`src/design/prot_stage_defs.vh`:
```
// constants for the programmable protection stage
// Functional notes
// - selectable evaluation interval, shortest for fast operate
// - four modes: over, under, signed, absolute difference
// - secondary signal used only in difference modes
// - absolute mode trips when magnitude exceeds limit
// - signed mode trips on positive difference over limit
// - start limit is the threshold, signal units
// - operate after definite-time delay elapses
// - dead band delays release past limit
// - under mode compares only at or above floor
// - supervised signal selectable from measured quantities
`ifndef PROT_STAGE_DEFS_VH
`define PROT_STAGE_DEFS_VH
// ****************************************
// register offsets
// ****************************************
`define REG_CONTROL 8'h00
`define REG_START_LIMIT 8'h04
`define REG_DEAD_BAND 8'h08
`define REG_FLOOR 8'h0C
`define REG_DELAY 8'h10
`define REG_STATUS 8'h14
`define REG_IRQ_STATUS 8'h18
`define REG_IRQ_ENABLE 8'h1C
`define REG_IRQ_CLEAR 8'h20
`define REG_VALUE 8'h24
// ****************************************
// control fields
// ****************************************
`define CTL_MODE_LSB 0
`define CTL_PRIO_LSB 2
`define CTL_SEL_A_LSB 4
`define CTL_SEL_B_LSB 9
`define CTL_ENABLE_BIT 14
// ****************************************
// modes, priorities
// ****************************************
`define MODE_OVER 2'd0
`define MODE_UNDER 2'd1
`define MODE_DIFF 2'd2
`define MODE_ABS_DIFF 2'd3
`define PRIO_10MS 2'd0
`define PRIO_20MS 2'd1
`define PRIO_100MS 2'd2
// ****************************************
// reset values and timing
// ****************************************
`define CONTROL_RESET 32'h0000_0000
`define DELAY_RESET 16'h0000
`define INTERVAL_10_MS 10
`define INTERVAL_20_MS 20
`define INTERVAL_100_MS 100
`define CLOCK_KHZ 200000
`define RESP_OKAY 2'b00
`define RESP_SLVERR 2'b10
`endif

```
`src/design/prot_stage.v`:
```
// programmable protection stage with AXI4-Lite registers
`timescale 1ns/1ps
`default_nettype none
`include "prot_stage_defs.vh"
module prot_stage #(
   parameter NUM_SIGNALS = 32,
   parameter [31:0] CYCLES_PER_MS = `CLOCK_KHZ / 1000
) (
   input wire aclk,
   input wire aresetn,
   input wire [NUM_SIGNALS*32-1:0] signal_values,
   input wire [7:0] s_axi_awaddr,
   input wire s_axi_awvalid,
   output reg s_axi_awready,
   input wire [31:0] s_axi_wdata,
   input wire [3:0] s_axi_wstrb,
   input wire s_axi_wvalid,
   output reg s_axi_wready,
   output reg [1:0] s_axi_bresp,
   output reg s_axi_bvalid,
   input wire s_axi_bready,
   input wire [7:0] s_axi_araddr,
   input wire s_axi_arvalid,
   output reg s_axi_arready,
   output reg [31:0] s_axi_rdata,
   output reg [1:0] s_axi_rresp,
   output reg s_axi_rvalid,
   input wire s_axi_rready,
   output reg stage_start,
   output reg stage_operate,
   output reg irq
);
   // ****************************************
   // registers
   // ****************************************
   reg [31:0] control;
   reg signed [31:0] start_limit;
   reg signed [31:0] dead_band;
   reg signed [31:0] floor_limit;
   reg [15:0] delay_intervals;
   reg [1:0] irq_status;
   reg [1:0] irq_enable;
   reg signed [31:0] last_value;
   reg [7:0] aw_addr;
   reg aw_held;
   reg [31:0] w_data;
   reg [3:0] w_strb;
   reg w_held;
   wire [1:0] mode = control[`CTL_MODE_LSB +: 2];
   wire [1:0] prio = control[`CTL_PRIO_LSB +: 2];
   wire [4:0] sel_a = control[`CTL_SEL_A_LSB +: 5];
   wire [4:0] sel_b = control[`CTL_SEL_B_LSB +: 5];
   wire stage_enable = control[`CTL_ENABLE_BIT];

   function [31:0] merge;
      input [31:0] old;
      input [31:0] data;
      input [3:0] strb;
      integer k;
      begin
         merge = old;
         for (k = 0; k < 4; k = k + 1) begin
            if (strb[k]) merge[k*8 +: 8] = data[k*8 +: 8];
         end
      end
   endfunction

   function signed [31:0] pick;
      input [NUM_SIGNALS*32-1:0] vals;
      input [4:0] idx;
      begin
         pick = vals[idx*32 +: 32];
      end
   endfunction

   // ****************************************
   // write channel
   // ****************************************
   wire do_write = aw_held && w_held && !s_axi_bvalid;
   wire [1:0] stage_events;
   wire [31:0] delay_merged = merge({16'h0000, delay_intervals}, w_data, w_strb);
   always @(posedge aclk) begin
      if (!aresetn) begin
         s_axi_awready <= 1'b1;
         s_axi_wready <= 1'b1;
         s_axi_bvalid <= 1'b0;
         s_axi_bresp <= `RESP_OKAY;
         aw_held <= 1'b0;
         w_held <= 1'b0;
         aw_addr <= 8'h00;
         w_data <= 32'h0000_0000;
         w_strb <= 4'h0;
         control <= `CONTROL_RESET;
         start_limit <= 32'h0000_0000;
         dead_band <= 32'h0000_0000;
         floor_limit <= 32'h0000_0000;
         delay_intervals <= `DELAY_RESET;
         irq_enable <= 2'b00;
         irq_status <= 2'b00;
      end else begin
         if (s_axi_awvalid && s_axi_awready) begin
            aw_addr <= s_axi_awaddr;
            aw_held <= 1'b1;
            s_axi_awready <= 1'b0;
         end
         if (s_axi_wvalid && s_axi_wready) begin
            w_data <= s_axi_wdata;
            w_strb <= s_axi_wstrb;
            w_held <= 1'b1;
            s_axi_wready <= 1'b0;
         end
         // hardware set wins over software clear
         irq_status <= irq_status | stage_events;
         if (do_write) begin
            aw_held <= 1'b0;
            w_held <= 1'b0;
            s_axi_bvalid <= 1'b1;
            s_axi_bresp <= `RESP_OKAY;
            case (aw_addr)
               `REG_CONTROL: control <= merge(control, w_data, w_strb);
               `REG_START_LIMIT: start_limit <= merge(start_limit, w_data, w_strb);
               `REG_DEAD_BAND: dead_band <= merge(dead_band, w_data, w_strb);
               `REG_FLOOR: floor_limit <= merge(floor_limit, w_data, w_strb);
               `REG_DELAY: delay_intervals <= delay_merged[15:0];
               `REG_IRQ_ENABLE: irq_enable <= w_data[1:0] & {2{w_strb[0]}};
               `REG_IRQ_CLEAR: irq_status <= (irq_status & ~(w_data[1:0] & {2{w_strb[0]}}))
                  | stage_events;
               default: s_axi_bresp <= `RESP_SLVERR;
            endcase
         end
         if (s_axi_bvalid && s_axi_bready) begin
            s_axi_bvalid <= 1'b0;
            s_axi_awready <= 1'b1;
            s_axi_wready <= 1'b1;
         end
      end
   end

   // ****************************************
   // read channel
   // ****************************************
   always @(posedge aclk) begin
      if (!aresetn) begin
         s_axi_arready <= 1'b1;
         s_axi_rvalid <= 1'b0;
         s_axi_rdata <= 32'h0000_0000;
         s_axi_rresp <= `RESP_OKAY;
      end else if (s_axi_arvalid && s_axi_arready) begin
         s_axi_arready <= 1'b0;
         s_axi_rvalid <= 1'b1;
         s_axi_rresp <= `RESP_OKAY;
         case (s_axi_araddr)
            `REG_CONTROL: s_axi_rdata <= control;
            `REG_START_LIMIT: s_axi_rdata <= start_limit;
            `REG_DEAD_BAND: s_axi_rdata <= dead_band;
            `REG_FLOOR: s_axi_rdata <= floor_limit;
            `REG_DELAY: s_axi_rdata <= {16'h0000, delay_intervals};
            `REG_STATUS: s_axi_rdata <= {30'h0000_0000, stage_operate, stage_start};
            `REG_IRQ_STATUS: s_axi_rdata <= {30'h0000_0000, irq_status};
            `REG_IRQ_ENABLE: s_axi_rdata <= {30'h0000_0000, irq_enable};
            `REG_IRQ_CLEAR: s_axi_rdata <= 32'h0000_0000;
            `REG_VALUE: s_axi_rdata <= last_value;
            default: begin
               s_axi_rdata <= 32'h0000_0000;
               s_axi_rresp <= `RESP_SLVERR;
            end
         endcase
      end else if (s_axi_rvalid && s_axi_rready) begin
         s_axi_rvalid <= 1'b0;
         s_axi_arready <= 1'b1;
      end
   end

   // ****************************************
   // evaluation interval tick
   // ****************************************
   reg [31:0] tick_count;
   reg [31:0] interval_ms;
   always @* begin
      case (prio)
         `PRIO_10MS: interval_ms = `INTERVAL_10_MS;
         `PRIO_20MS: interval_ms = `INTERVAL_20_MS;
         default: interval_ms = `INTERVAL_100_MS;
      endcase
   end
   wire [31:0] interval_cycles = interval_ms * CYCLES_PER_MS;
   wire tick = (tick_count >= interval_cycles - 32'd1);
   always @(posedge aclk) begin
      if (!aresetn || tick || !stage_enable) tick_count <= 32'h0000_0000;
      else tick_count <= tick_count + 32'd1;
   end

   // ****************************************
   // comparison
   // ****************************************
   wire signed [31:0] value_a = pick(signal_values, sel_a);
   wire signed [31:0] value_b = pick(signal_values, sel_b);
   wire is_diff = mode[1];
   // secondary used only in difference modes
   wire signed [32:0] diff = {value_a[31], value_a} - (is_diff ? {value_b[31], value_b}
      : 33'sd0);
   wire signed [32:0] magnitude = diff[32] ? -diff : diff;
   wire signed [32:0] limit = {start_limit[31], start_limit};
   wire signed [32:0] band = {dead_band[31], dead_band};
   reg next_start;
   always @* begin
      next_start = stage_start;
      case (mode)
         `MODE_OVER: next_start = stage_start ? (diff > limit - band) : (diff > limit);
         `MODE_UNDER: begin
            if (value_a < floor_limit) next_start = 1'b0;
            else next_start = stage_start ? (diff < limit + band) : (diff < limit);
         end
         `MODE_DIFF: next_start = !diff[32] && (stage_start ? (diff > limit - band)
            : (diff > limit));
         default: next_start = stage_start ? (magnitude > limit - band)
            : (magnitude > limit);
      endcase
   end

   // ****************************************
   // definite-time delay
   // ****************************************
   reg [15:0] delay_count;
   assign stage_events = {stage_enable && tick && next_start && !stage_operate
      && delay_count >= delay_intervals, stage_enable && tick && next_start && !stage_start};
   always @(posedge aclk) begin
      if (!aresetn || !stage_enable) begin
         stage_start <= 1'b0;
         stage_operate <= 1'b0;
         delay_count <= 16'h0000;
         last_value <= 32'h0000_0000;
      end else if (tick) begin
         stage_start <= next_start;
         last_value <= diff[31:0];
         if (!next_start) begin
            delay_count <= 16'h0000;
            stage_operate <= 1'b0;
         end else if (delay_count >= delay_intervals) begin
            stage_operate <= 1'b1;
         end else begin
            delay_count <= delay_count + 16'h0001;
         end
      end
   end

   always @(posedge aclk) begin
      if (!aresetn) irq <= 1'b0;
      else irq <= |(irq_status & irq_enable);
   end
endmodule // prot_stage
`default_nettype wire

```
`config.mk`:
```
export PLATFORM = sky130hd
export DESIGN_NAME = prot_stage
export DESIGN_NICKNAME = d
export VERILOG_FILES = /design/src/design/prot_stage.v
export VERILOG_INCLUDE_DIRS = /design/src /design/src/design
export SDC_FILE = /design/constraint.sdc
export NUM_CORES = 2
export LEC_CHECK = 0
export BUFFER_PORTS_ARGS = -buffer_cell sky130_fd_sc_hd__buf_2
export CORE_AREA = 2 2 434 436
export CTS_CLUSTER_DIAMETER = 60
export DETAILED_ROUTE_END_ITERATION = 8
export DIE_AREA = 0 0 436 438
export GPL_ROUTABILITY_DRIVEN = 0
export PLACE_DENSITY_LB_ADDON = 0.05
export SLEW_MARGIN = 40
export SYNTH_ARGS = -nofsm -noshare
export SYNTH_HDL_FRONTEND = slang
export SYNTH_SLANG_ARGS = --single-unit
```
`constraint.sdc`:
```
create_clock -name aclk -period 9.17 [get_ports aclk]
set_input_delay 1.834 -clock aclk [delete_from_list [all_inputs] [get_ports aclk]]
set_output_delay 1.834 -clock aclk [all_outputs]
set_load 0.02 [all_outputs]
```
==> reports/results.txt <==
core area - 0.187 mm2
Hold Crit Class - reg -> reg
WL final - 282 mm
post-synth cell types - 97
total track usage - 0.285
Die ar. - 0.191 mm2
final period demand of the worst path - 9.07 ns
CTS tree - yes
hold buffers post-CTS - 0
max-slew violations - 0
Fmax - 110 MHz
hold_ws - 0.452 ns
Max clock buf depth - 3
Post-synth EDFFs - 0
Post-synth ARST share - 0
pin slew with the least headroom to its limit - 0.823 ns
final hold violation count - 0
nets - 6562
CP peak stage delay - 0.59 ns
Critical Path Source Type - input port
Slowest cell on crit path - mux4_2
FF-to-FF path depth - 35
DR pass1 iterations - 7
Die Ht - 438 um
worst setup path category - in -> reg
sequential area share after synthesis - 0.159
Clock transition at path regs - 0.06 ns
Setup WS pre-CTS - -1.20 ns
Initial DRC Count - 3758
Pleak - 20.6 nW
clock tree root buffer cell - clkbuf_16
average instance area after synthesis - 10.4 um2
worst-path maximum fanout - 7
Syn. warnings - 0
CTS Buf Count - 49
CTS H-Tree Depth - 2
most common flop cell mapped by yosys - dfxtp_1
die width - 436 um
initial antenna violation count - 240
Reg2Reg Capture Point - delay_count[9]$_SDFFE_PP0P_
period utilization - 0.990
final instance area - 0.0539 mm2
final setup margin - 0.0957 ns
Layout Skew - 0.0216 ns
slew margin rel. - 0.451
R2R Path Start - control[4]$_SDFFE_PN0P_
Post-Syn Instances - 3806
clock sinks - 316
run status - completed
Worst Path Arrival - 9.60 ns
Filler cells - 20200
num rows - 159
final setup fails - 0
vias in the first global route - 41200
Initial Util - 0.213
Detail Placement HPWL - 245 mm
Clock Latency Late Sink - 0.60 ns
share of layout cells above drive strength 1 - 0.476
Max-Cap Viols - 0
Crit. End Element - register
Peak VDD IR - 0.000134 V
area delta synth->final - 35.8%
#FFs+latches synth - 316
worst hold stages - 1
Ports - 1127
hold path endpoint - tick_count[0]$_SDFF_PP0_
most used cell, CP - buf_6
RSZ-0062 raised after global routing - true
synthesized area - 0.0397 mm2
grt ovf - 0
DP Area - 0.0512 mm2
I/O Buffers - 1124
R2R setup slack - 0.45 ns
required time worst endpoint - 9.69 ns
PwrDens - 89.5 mW/mm2
hold wc startpoint - tick_count[0]$_SDFF_PP0_
WL/cell - 35.9 um
pin count of the biggest net entering global routing - 101
first-pass GRT wire length - 373 mm
antenna viol nets, final - 0
via count - 41100
DR vias/cell - 5.25
DRC violations left - 0
==> layout make-up <==
| cell class | count | area, um2 | area share |
|---|---|---|---|
| Antenna cell | 154 | 385 | 0.00715 |
| Inverter | 182 | 687 | 0.0127 |
| Clock buffer | 66 | 1380 | 0.0256 |
| Sequential cell | 316 | 6360 | 0.118 |
| Multi-Input combinational cell | 3057 | 32300 | 0.600 |
| Clock inverter | 21 | 169 | 0.00313 |
| Timing Repair Buffer | 1549 | 9470 | 0.176 |
| Tap cell | 2495 | 3120 | 0.0579 |
==> sequential cells by signal, indices dropped and copies added, names as in the netlist, 32 cells and up <==
signal and count:
control 32, dead_band 32, floor_limit 32, last_value 32, s_axi_rdata 32, start_limit 32, tick_count 32, w_data 32
==> cells in the final DEF, fill, tap and decap left out, types with 88 or more instances in the layout <==
cell type,count
buf_2,1118
mux4_2,639
dfxtp_1,304
o21ai_0,124
nor2b_1,208
xnor2_1,88
a21oi_1,231
ha_1,312
nor2_1,150
inv_1,177
diode_2,154
buf_4,368
mux2i_1,152
nand2_1,302
==> logic make-up after synthesis <==
family / after synthesis / share of synthesized area
and+or+nand+nor: 989 / 0.125
other: 1 / 0.0000945
DFF: 316 / 0.159
muxes: 855 / 0.419
adders and majority gates: 324 / 0.103
AOI/OAI and AO/OA: 749 / 0.124
xor gates and xnor gates: 123 / 0.0271
buffers and inverters: 449 / 0.0433
==> metal layers <==
layer | GRT usage | wire [um] | share of wire | vias to the layer above
li1 | - | - | - | 17800
met2 | 0.469 | 132000 | 0.47 | 1768
met4 | 0.0983 | 11700 | 0.041 | 98
met5 | 0 | 588 | 0.0021 | -
met3 | 0.0877 | 23100 | 0.082 | 441
met1 | 0.353 | 114000 | 0.40 | 21000
==> metrics by stage <==
stage / power [mW] / utilization / setup TNS, ns / cells
final: 4.82 / 0.289 / 0 / 7840
after global routing: 5.06 / 0.288 / -0.886 / 7773
after CTS: 4.84 / 0.284 / -0.127 / 7679
after detailed placement: 2.97 / 0.275 / -21.22 / 7582
after global placement: 2.97 / 0.274 / -21.32 / 7582
after floorplan: 2.12 / - / 0 / 3822
==> how the worst max path moves through the flow <==
stage / slack [ns] / from / to
after global routing: -0.12 / signal_values[452] / delay_count[9]$_SDFFE_PP0P_
final: 0.1 / signal_values[970] / delay_count[9]$_SDFFE_PP0P_
after floorplan: 0.42 / signal_values[993] / delay_count[5]$_SDFFE_PP0P_
after global placement: -1.24 / signal_values[992] / delay_count[13]$_SDFFE_PP0P_
after CTS: -0.03 / signal_values[992] / delay_count[7]$_SDFFE_PP0P_
after detailed placement: -1.20 / signal_values[992] / delay_count[11]$_SDFFE_PP0P_
==> cells in the mapped netlist (56+ instances only) <==
master    instances  area share
mux4_2          639        0.36
ha_1            321        0.10
dfxtp_1         316        0.16
nand2_1         308       0.029
a21oi_1         246       0.031
nor2b_1         208       0.033
clkbuf_1        197       0.019
inv_1           180       0.017
nor2_1          158       0.015
mux2i_1         154       0.039
o21ai_0         138       0.017
xnor2_1          92       0.020
nand3_1          80       0.010
mux2_2           62       0.018
buf_1            57      0.0054
a21o_1           56       0.011
==> worst max-delay path, delay by kind of cell <==
family | cells | cell delay (ns)
AOI/OAI and AO/OA | 16 | 2.92
xor gates and xnor gates | 1 | 0.20
adders and majority gates | 2 | 0.51
buffers and inverters | 5 | 0.75
muxes | 3 | 1.44
and+or+nand+nor | 7 | 1.93
==> power by group <==
group          switching (mW)  total [mW]  internal [mW]
Clock                   0.741        1.80           1.06
Sequential             0.0321        1.42           1.39
Combinational           0.822        1.60          0.775
==> timing repair <==
item,CTS,global route
setup buffers,10,8
gates resized for setup,43,82
pin swaps,26,59
setup endpoints to repair,20,20
cloned,1,0
Power figures use the tool's default switching activity.
